### config.mk
export PLATFORM = sky130hd
export DESIGN_NAME = tpec_counter
export DESIGN_NICKNAME = d
export VERILOG_FILES = /design/src/tpec_pkg.sv /design/src/tpec_phase_sync.sv /design/src/tpec_counter.sv
export SDC_FILE = /design/constraint.sdc
export NUM_CORES = 1
export LEC_CHECK = 0
export BUFFER_PORTS_ARGS = -buffer_cell sky130_fd_sc_hd__buf_2
export CORE_ASPECT_RATIO = 1.4
export CORE_UTILIZATION = 52
export DETAILED_ROUTE_END_ITERATION = 10
export GPL_ROUTABILITY_DRIVEN = 0
export MAX_ROUTING_LAYER = met4
export PLACE_DENSITY = 0.77
export SLEW_MARGIN = 40
export SYNTH_ARGS = -nofsm -noshare
export SYNTH_HDL_FRONTEND = slang
export SYNTH_SLANG_ARGS = --single-unit
### constraint.sdc
create_clock -name mclk -period 2.4 [get_ports mclk]
set_input_delay 0.12 -clock mclk [delete_from_list [all_inputs] [get_ports mclk]]
set_output_delay 0.12 -clock mclk [all_outputs]
set_load 0.01 [all_outputs]
### src/tpec_pkg.sv
// Package for the two-phase event counter: constants, states and carriers.
// Assumes a single 100 MHz clock domain and no software-visible bus.
package tpec_pkg;

  localparam int unsigned CNT_W = 16;
  localparam logic [15:0] CNT_MAX = 16'hffff;
  localparam logic [15:0] CNT_MIN = 16'h0000;
  localparam logic [15:0] CNT_RST = 16'h0000;
  localparam logic [15:0] RELOAD_RST = 16'h0000;
  localparam int unsigned SYNC_STAGES = 2;
  localparam logic [1:0] SYNC_RST = 2'h0;
  localparam logic DIR_RST = 1'b1;
  localparam int unsigned N_PHASES = 2;

  // One-hot run states.
  typedef enum logic [2:0] {
    TPEC_IDLE = 3'h1,
    TPEC_ARMED = 3'h2,
    TPEC_COUNTING = 3'h4
  } tpec_run_e;

  // Per-phase sampled level and edge flags.
  typedef struct packed {
    logic level;
    logic rise;
    logic fall;
  } tpec_phase_s;

  // Software-side write of the timer value register.
  typedef struct packed {
    logic wr;
    logic [15:0] data;
  } tpec_wr_s;

  // Complete state of the counter module.
  typedef struct packed {
    tpec_run_e run;
    logic [15:0] count;
    logic [15:0] reload;
    logic up_dir;
    logic irq;
    logic active;
  } tpec_state_s;

endpackage : tpec_pkg

### src/tpec_phase_sync.sv
// Two-flop synchroniser with edge detector for one phase input pin.
// Assumes the pin is asynchronous to mclk; edges are seen two cycles late.
`timescale 1ns/10ps
`default_nettype none

module tpec_phase_sync (
  input wire logic mclk,
  input wire logic nrst,
  input wire logic ce,
  input wire logic pin,
  output tpec_pkg::tpec_phase_s phase
);

  typedef struct packed {
    logic [1:0] sync;
    logic prev;
  } tpec_sync_s;

  tpec_sync_s state_r;
  tpec_sync_s state_nxt;

  always_comb
  begin
    state_nxt = state_r;
    state_nxt.sync = {state_r.sync[0], pin};
    // The edge detector looks at the second stage only, never the first.
    state_nxt.prev = state_r.sync[1];
  end

  always_ff @(posedge mclk or negedge nrst)
  begin
    if (!nrst)
    begin
      state_r <= '{sync: tpec_pkg::SYNC_RST, prev: 1'b0};
    end
    else if (ce)
    begin
      state_r <= state_nxt;
    end
  end

  assign phase.level = state_r.sync[1];
  assign phase.rise = state_r.sync[1] & ~state_r.prev;
  assign phase.fall = ~state_r.sync[1] & state_r.prev;

endmodule : tpec_phase_sync

`default_nettype wire

### src/tpec_counter.sv
// Two-phase event counter: one 16-bit channel fed by a quadrature pair.
// Assumes software drives the start flag, mode bits and value writes on
// mclk; the two phase pins are asynchronous and are synchronised here.
`timescale 1ns/10ps
`default_nettype none

// Overview of operation
// - Setting the start flag runs the counter; clearing it stops counting.
// - Overflow counting up or underflow counting down raises the interrupt.
// - Down-counting divides the event rate by n plus one.
// - Reading the value register returns the live counter contents.
// - Stopped, or started before any event, a write loads reload and counter.
// - After the first event, a write loads only reload; counter takes it later.
// - Normal mode, phase B high: A rising counts up, A falling down.
// - Times-four mode: A rising while B high makes every edge count up.
// - Times-four mode: A falling while B high makes every edge count down.
// - Wrap reloads from reload register, or free-running just keeps counting.
// - Up-counting divides the event rate by FFFFh minus n plus one.
module tpec_counter (
  input wire logic mclk,
  input wire logic nrst,
  input wire logic ce,
  input wire logic phase_a_input,
  input wire logic phase_b_input,
  input wire logic count_start_flag,
  input wire logic quad_x4_mode,
  input wire logic free_run_mode,
  input wire tpec_pkg::tpec_wr_s value_wr,
  output logic [15:0] count_value,
  output logic running,
  output logic counting_up,
  output logic timer_irq
);

  tpec_pkg::tpec_phase_s pa;
  tpec_pkg::tpec_phase_s pb;
  tpec_pkg::tpec_state_s state_r;
  tpec_pkg::tpec_state_s state_nxt;

  logic [tpec_pkg::N_PHASES-1:0] pins;
  tpec_pkg::tpec_phase_s phs [tpec_pkg::N_PHASES];

  assign pins = {phase_b_input, phase_a_input};

  // Both pins get the same two-flop synchroniser and edge detector.
  for (genvar i = 0; i < tpec_pkg::N_PHASES; i++)
  begin : g_phase
    tpec_phase_sync u_sync (
      .mclk(mclk),
      .nrst(nrst),
      .ce(ce),
      .pin(pins[i]),
      .phase(phs[i])
    );
  end

  assign pa = phs[0];
  assign pb = phs[1];

  logic ev_norm;
  logic ev_x4;
  logic up_x4;
  logic ev;
  logic ev_up;
  logic wrap;
  logic [15:0] stepped;
  logic [15:0] next_count;
  logic wr_to_count;

  // Normal processing counts only A's edges, and only while B is high;
  // edges of A with B low and every edge of B are ignored.
  always_comb
  begin
    ev_norm = pb.level & (pa.rise | pa.fall);
  end

  // Times-four processing: the direction is latched by A's edge while B
  // is high and then applies to every edge of both phases.
  always_comb
  begin
    ev_x4 = pa.rise | pa.fall | pb.rise | pb.fall;
    up_x4 = state_r.up_dir;
    if (pa.rise && pb.level)
    begin
      up_x4 = 1'b1;
    end
    else if (pa.fall && pb.level)
    begin
      up_x4 = 1'b0;
    end
  end

  // Both decodes run all the time; the mode level picks one of them.
  always_comb
  begin
    if (quad_x4_mode)
    begin
      ev = ev_x4;
      ev_up = up_x4;
    end
    else
    begin
      ev = ev_norm;
      ev_up = pa.rise;
    end
  end

  always_comb
  begin
    wrap = 1'b0;
    stepped = state_r.count;
    if (ev_up)
    begin
      wrap = (state_r.count == tpec_pkg::CNT_MAX);
      stepped = state_r.count + 16'h0001;
    end
    else
    begin
      wrap = (state_r.count == tpec_pkg::CNT_MIN);
      stepped = state_r.count - 16'h0001;
    end
  end

  // Reloading on wrap gives a period of n+1 events down and FFFFh-n+1
  // events up; free-running rolls over instead.
  always_comb
  begin
    next_count = stepped;
    if (wrap && !free_run_mode)
    begin
      next_count = state_r.reload;
    end
  end

  // A write reaches the counter only until the first counted event. A
  // write in the same cycle as the first event is treated as taken after
  // the event, so it lands only in the reload register.
  always_comb
  begin
    wr_to_count = 1'b0;
    case (state_r.run)
      tpec_pkg::TPEC_IDLE:
      begin
        wr_to_count = value_wr.wr;
      end
      tpec_pkg::TPEC_ARMED:
      begin
        wr_to_count = value_wr.wr & ~(ev & count_start_flag);
      end
      default:
      begin
        wr_to_count = 1'b0;
      end
    endcase
  end

  always_comb
  begin
    state_nxt = state_r;
    state_nxt.irq = 1'b0;
    case (state_r.run)
      tpec_pkg::TPEC_IDLE:
      begin
        if (count_start_flag)
        begin
          state_nxt.run = tpec_pkg::TPEC_ARMED;
        end
      end
      tpec_pkg::TPEC_ARMED, tpec_pkg::TPEC_COUNTING:
      begin
        if (!count_start_flag)
        begin
          state_nxt.run = tpec_pkg::TPEC_IDLE;
        end
        else if (ev)
        begin
          state_nxt.run = tpec_pkg::TPEC_COUNTING;
          state_nxt.up_dir = ev_up;
          state_nxt.irq = wrap;
          // From here on a write goes to the reload register only.
          state_nxt.count = next_count;
        end
      end
      default:
      begin
        state_nxt.run = tpec_pkg::TPEC_IDLE;
      end
    endcase
    if (value_wr.wr)
    begin
      state_nxt.reload = value_wr.data;
    end
    if (wr_to_count)
    begin
      state_nxt.count = value_wr.data;
    end
    // Kept in a flop so that the running output needs no decode.
    state_nxt.active = (state_nxt.run != tpec_pkg::TPEC_IDLE);
  end

  always_ff @(posedge mclk or negedge nrst)
  begin
    if (!nrst)
    begin
      state_r <= '{run: tpec_pkg::TPEC_IDLE, count: tpec_pkg::CNT_RST,
                   reload: tpec_pkg::RELOAD_RST, up_dir: tpec_pkg::DIR_RST,
                   irq: 1'b0, active: 1'b0};
    end
    else if (ce)
    begin
      state_r <= state_nxt;
    end
  end

  assign count_value = state_r.count;
  assign running = state_r.active;
  assign counting_up = state_r.up_dir;
  assign timer_irq = state_r.irq;

endmodule : tpec_counter

`default_nettype wire

==> flow_summary.json, run 1 <==
{
  "post-dp-hpwl_um": 5700,
  "grt_use_total": 0.287,
  "crit_required_ns": 2.59,
  "wl_um": 7890,
  "syn_avg_cell_area_um2": 9.08,
  "grt_antenna_before_repair": 0,
  "start_kind": "flip-flop",
  "design.portCount": 44,
  "die_w_um": 65.8,
  "finish.cell_count_without_fillers": 444,
  "netlist_instances": 326,
  "worst-setup-path-type": "flip-flop to flip-flop",
  "routed_wire_length_per_instance_um": 17.8,
  "worst_clock_skew_ns": 0.00725,
  "final.fill_count": 457,
  "core_region_area_um2": 5490,
  "clock_path_buffers": 2,
  "cts_buffers": 5,
  "clk_latency_ns": 0.30,
  "floorplan.initialDensity": 0.540,
  "maximum_number_of_pins_on_one_net_before_global_route_repair": 45,
  "synth.distinct_cells": 63,
  "fp-row-count": 32,
  "ant_nets": 0,
  "cp_data_arrival_time_ns": 2.58,
  "share_of_cells_above_drive_strength_1": 0.338,
  "timing.final.setup_violations": 0,
  "synth_edf_count": 0,
  "cellPowerDensity_nw_per_um2": 985,
  "synth_seq_area_share": 0.373,
  "drt_pre_antenna_iters": 4,
  "first_global_vias": 2717,
  "p_leak_nw": 1.52,
  "holdPathStages": 2,
  "syn_area_um2": 2960,
  "route.detailed.drc": 0,
  "finalWorstSetupSlack_ns": 0.00880,
  "slew_headroom": 0.467,
  "fin_tns_setup_ns": 0,
  "max_freq_ghz": 0.418,
  "h-tree-depth": 2,
  "grt_first_pass_wirelength_um": 12700,
  "synth_warn": 0,
  "vdd.ir_drop.worst_mv": 0.528,
  "dominant_register_cell_in_the_synthesized_netlist": "dfrtp_1",
  "placedCellCount": 431,
  "vias": 2767,
  "yosys_register_bits": 44,
  "cts_sinks": 44,
  "async_reset_ff_frac": 1.00,
  "die_height_um": 91.3,
  "area_of_all_sequential_standard_cells_um2": 1100,
  "tightestPinTransition_ns": 0.797,
  "antenna_diode_count": 0,
  "max_cap_viol_count": 0,
  "die_area_um2": 6010,
  "multi_input_area_um2": 1630,
  "nNetsFinal": 403,
  "detail_route.vias_per_cell": 6.23,
  "timing.critical_path.to_type": "flip-flop",
  "tritoncts": "yes",
  "clk_pin_slew_worst_paths_ns": 0.08,
  "flow.area_growth_from_synthesis_pct": 16.8,
  "post_route_fraction_of_the_period_consumed_by_the_critical_path": 0.996,
  "min_path_type": "input pin to flip-flop",
  "timing.reg2reg.worst_path_depth": 6,
  "outcome": "finished, final reports clean",
  "buffer_ports.inserted": 43,
  "drtIter0Drc": 256,
  "fin_total_pwr_mw": 3.41,
  "slew_violations": 0,
  "fin_worst_hold_slack_ns": 0.0509,
  "finalWorstPathRequiredPeriod_ns": 2.39,
  "postSynthNetCount": 354,
  "root_buffer": "clkbuf_8",
  "dpl_worst_slack_ns": 0.0552,
  "grt_setup_unrepaired": "true",
  "crit_fanout": 4,
  "globalRoute.totalOverflow": 0,
  "hold_viol": 0
}
-- cells by family (layout without fill, tap and decap cells) --
family | count (synthesis) | in the layout | share of synthesized area
adder cells (fa/ha/maj) | 3 | 3 | 0.0127
flip-flops | 44 | 44 | 0.373
XOR/XNOR | 10 | 10 | 0.0296
AO/OA/AOI/OAI | 82 | 82 | 0.193
multiplexers | 27 | 27 | 0.101
AND/OR/NAND/NOR | 110 | 110 | 0.199
buffers and inverters | 50 | 100 | 0.0925
-- stage by stage --
stage                     cell area [um^2]  utilization
after global routing                  3460        0.631
after detailed placement              3290        0.601
after global placement                3290        0.600
after CTS                             3390        0.619
after floorplan                       2980            -
final                                 3460        0.631
-- area by class of cell --
class,instances,share of cell area
timing repair buffer,82,0.149
inverter,10,0.0108
multi-input combinational,232,0.470
clock buffer,8,0.0260
tap,68,0.0246
sequential,44,0.319
-- cells in the final DEF, fill, tap and decap left out, types with 5 or more instances in the layout --
| cell | n |
|---|---|
| o211ai_1 | 6 |
| xnor2_1 | 6 |
| nand3_1 | 17 |
| clkbuf_8 | 6 |
| buf_4 | 38 |
| mux2i_1 | 6 |
| nor2_1 | 17 |
| a22oi_1 | 5 |
| nor3_1 | 6 |
| and2_1 | 5 |
| inv_1 | 10 |
| nor2b_1 | 5 |
| o21ai_0 | 12 |
| nand4_1 | 10 |
| a21oi_1 | 17 |
| mux2_2 | 20 |
| nor4_1 | 5 |
| and3_1 | 7 |
| buf_2 | 42 |
| dfrtp_1 | 42 |
| nand2_1 | 20 |
-- registers in the layout, indices dropped and copies added, names as in the netlist --
signal	flops
state_r	19
count_value	16
g_phase.u_sync.phase	2
g_phase.u_sync.state_nxt	2
g_phase.u_sync.state_r	2
counting_up	1
running	1
timer_irq	1
-- worst max-delay path, stage by stage (launching register included) --
cell and delay, ns:
dfrtp_1 0.42, nand4_1 0.13, or4_4 0.50, or4_4 0.45, a21o_1 0.21, mux2_4 0.30
a211o_1 0.28
-- path summary, 6_finish.rpt --
check	startpoint	end	slack (ns)
max	count_value[4]	count_value[9]	0.009
min	count_start_flag	state_r[35]	0.05
min in group asynchronous	nrst	state_r[11]	0.36
max in group asynchronous	nrst	state_r[4]	1.64
max reg2reg	count_value[4]	count_value[9]	0.009
min reg2reg	counting_up	counting_up	0.50
-- synth_stat cells, drive strengths merged (2+ instances only) --
cell type	n	area [um^2]
mux2i	6	60.1
nand2	21	81.3
dfstp	2	52.6
nor2b	5	31.3
a211oi	3	22.5
o211ai	6	45.0
xnor2	6	52.6
nand4	10	62.6
nor4	5	31.3
a21o	2	15.0
a22oi	5	37.5
inv	10	37.5
o22ai	4	25.0
and3	7	43.8
dfrtp	42	1050
clkbuf	18	68.8
o31ai	3	22.5
buf	22	168
xor2	4	35.0
o32ai	2	17.5
a221oi	3	32.5
nor2	18	67.6
or4	3	26.3
and2	5	31.3
nand3	17	85.1
o21ai	14	70.1
a21oi	18	90.1
nor3b	2	15.0
o2bb2ai	3	26.3
mux2	21	240
a21boi	3	22.5
a32oi	4	35.0
nor3	6	30.0
ha	3	37.5
nand2b	4	25.0
-- per-layer routing --
metal	part of all wire	global-route usage
met1	0.38	0.326
met2	0.52	0.489
met3	0.060	0.0389
met4	0.037	0.129
met5	0	-
-- what timing repair did --
item,CTS,global route
setup endpoints to repair,0,8
setup buffers,0,4
hold buffers,1,0
gates resized for setup,0,8
endpoints found under the hold margin,42,0
-- report_power, final --
group | switching (mW) | leakage (nW) | internal [mW]
Clock | 0.250 | 0.0455 | 0.235
Sequential | 0.190 | 0.527 | 0.953
Combinational | 0.975 | 0.948 | 0.806
Note: power is estimated with default switching activity, not from simulation.
==> run 2, diff against run 1 <==
Settings changed: CORE_UTILIZATION 52 to 25, CTS_CLUSTER_DIAMETER set to 200, PLACE_DENSITY 0.77 to not set.
==> run 2 against run 1 <==
Compared with the run above: core utilization shrank 32 points; sequential power is essentially flat; maximum frequency grew 0.21%; final cell count grew 17%; global-route usage shrank 13 points; worst setup slack gained 0.0050 ns; combinational power is essentially flat; routed wire length grew 13%.
==> flow_summary.json, run 2 (synthesis results as in run 1) <==
{
  "root_buffer": "clkbuf_16",
  "p_sw_frac": 0.410,
  "finalWorstPathRequiredPeriod_ns": 2.39,
  "die_area_um2": 12300,
  "grt_use_total": 0.158,
  "r2r_setup_slk_ns": 0.01,
  "globalRoute.totalOverflow": 0,
  "grt_first_pass_wirelength_um": 14200,
  "first_global_vias": 2736,
  "min-delay-start": "phase_b_input",
  "final_cell_area_um2": 3600,
  "worst_clock_skew_ns": 0.00810,
  "layout.cells.most_common": "buf_2",
  "use_met2": 0.279,
  "design.portCount": 44,
  "cellInternalPower_mw": 2.16,
  "timing.reg2reg.worst_path_depth": 7,
  "detail_route.vias_per_cell": 5.22,
  "worst_r2r_endpoint": "count_value[3]",
  "post_route_fraction_of_the_period_consumed_by_the_critical_path": 0.994,
  "floorplan.initialDensity": 0.259,
  "vias": 2704,
  "flow.area_growth_from_synthesis_pct": 21.6,
  "buffer_ports.inserted": 43,
  "crit_fanout": 9,
  "routed_wire_length_per_instance_um": 17.2,
  "tightestPinTransition_ns": 0.785,
  "multi_input_area_um2": 1630,
  "worst-setup-path-type": "flip-flop to flip-flop",
  "tritoncts": "yes",
  "finalWorstSetupSlack_ns": 0.0138,
  "placedCellCount": 508,
  "cp_data_arrival_time_ns": 2.56,
  "power_switching_mw": 1.50,
  "drtIter0Drc": 215,
  "timing.critical_path.to_type": "flip-flop",
  "comb_power_share": 0.488,
  "h-tree-depth": 2,
  "die_height_um": 131,
  "hold_viol": 0,
  "outcome": "finished, final reports clean",
  "fin_tns_setup_ns": 0,
  "vdd.ir_drop.worst_mv": 0.286,
  "antenna_diode_count": 0,
  "finish.cell_count_without_fillers": 518,
  "max_cap_viol_count": 0,
  "route.detailed.drc": 0,
  "post-dp-hpwl_um": 6640,
  "maximum_number_of_pins_on_one_net_before_global_route_repair": 45,
  "max_freq_ghz": 0.419,
  "slew_violations": 0,
  "timing.hold.worst_endpoint": "g_phase[1].u_sync.state_nxt[2]",
  "place_area_um2": 3390,
  "cts_buffers": 5,
  "wl_um": 8890,
  "share_of_cells_above_drive_strength_1": 0.340,
  "slew_headroom": 0.476,
  "worst_r2r_startpoint": "count_value[5]",
  "seq_power_share": 0.317,
  "nNetsFinal": 401,
  "clk_latency_ns": 0.29,
  "dpl_worst_slack_ns": 0.00977,
  "cts_sinks": 44,
  "drt_pre_antenna_iters": 4,
  "grt_setup_unrepaired": "true",
  "clk_pin_slew_worst_paths_ns": 0.06,
  "core_region_area_um2": 11500,
  "fin_total_pwr_mw": 3.67,
  "regMostFlops": "state_r",
  "layout.cells.most_common_list": "buf_2 (43), dfrtp_1 (42), buf_4 (36), nand2_1 (20), mux2_2 (20)",
  "clock_path_buffers": 2,
  "pwr-share-clk": 0.195,
  "holdPathStages": 2,
  "grt_use_met3": 0.0249,
  "cellPowerDensity_nw_per_um2": 1020,
  "final.fill_count": 1209,
  "min_path_type": "input pin to flip-flop",
  "flip_flop_count_of_the_largest_register_all_copies_and_words_added": 19,
  "fp-row-count": 46,
  "area_of_all_sequential_standard_cells_um2": 1100,
  "ant_nets": 0,
  "crit_required_ns": 2.58,
  "timing.final.setup_violations": 0,
  "grt_antenna_before_repair": 0,
  "p_leak_nw": 1.53,
  "start_kind": "flip-flop",
  "grt_util_met1": 0.164,
  "grt.busiest_layer": "met2",
  "die_w_um": 94.0
}
## run 2: changes by cell type in the layout (fill, tap and decap cells not counted), moves of 2 or more
cell        before  now
clkinvlp_4       0    2
clkbuf_16        0    5
clkbuf_8         6    1
buf_4           38   36
clkbuf_1         2    0
## run 2: worst max-delay path by stage
stage / startpoint / to / slack (ns)
global placement: count_value[10] / count_value[11] / 0.007
global route: count_value[10] / count_value[9] / -0.06
finish: count_value[5] / count_value[3] / 0.01
CTS: count_value[10] / count_value[4] / 0.009
floorplan: count_value[3] / count_value[9] / -0.05
detailed placement: count_value[4] / count_value[11] / 0.01
## run 2: final cells by class
cell class | instances | share of cell area
multi-input cells | 232 | 0.453
flip-flops and latches | 44 | 0.306
repair buffers | 80 | 0.138
well taps | 144 | 0.0500
clock buffers | 6 | 0.0386
inverters | 10 | 0.0104
clock inverters | 2 | 0.00417
## run 2: critical path, stage by stage (launching register included)
cell and delay (ns):
dfrtp_1 0.40, nand2_2 0.07, or4_4 0.52, or4_4 0.47
a21o_1 0.21, buf_4 0.19, a221oi_1 0.29, o2bb2ai_1 0.10
## run 2: power by group through the flow
stage	Clock [mW]	Combinational (mW)	Sequential (mW)
3_5_place_dp	0	1.74	1.17
6_report	0.714	1.79	1.16
4_1_cts	0.741	1.75	1.16
5_1_grt	0.768	1.95	1.19
2_1_floorplan	0	1.27	1.11
3_3_place_gp	0	1.72	1.16
## run 2: what timing repair did
action,CTS,global route
resized for setup,1,6
hold buffers,1,0
endpoints found under the setup margin,3,13
pin swaps,0,1
buffers inserted,0,1
endpoints found under the hold margin,42,0
## run 2: routing by layer
metal,wire [um],share of wire
met1,3410,0.38
met2,4720,0.53
met3,304,0.034
met4,457,0.051
met5,0,0
## run 2: through the flow
step | hold slack [ns] | util
after floorplan | -0.176 | -
after global placement | 0.249 | 0.296
after detailed placement | 0.255 | 0.296
after CTS | 0.0504 | 0.311
after global routing | 0.0487 | 0.314
final | 0.0581 | 0.314
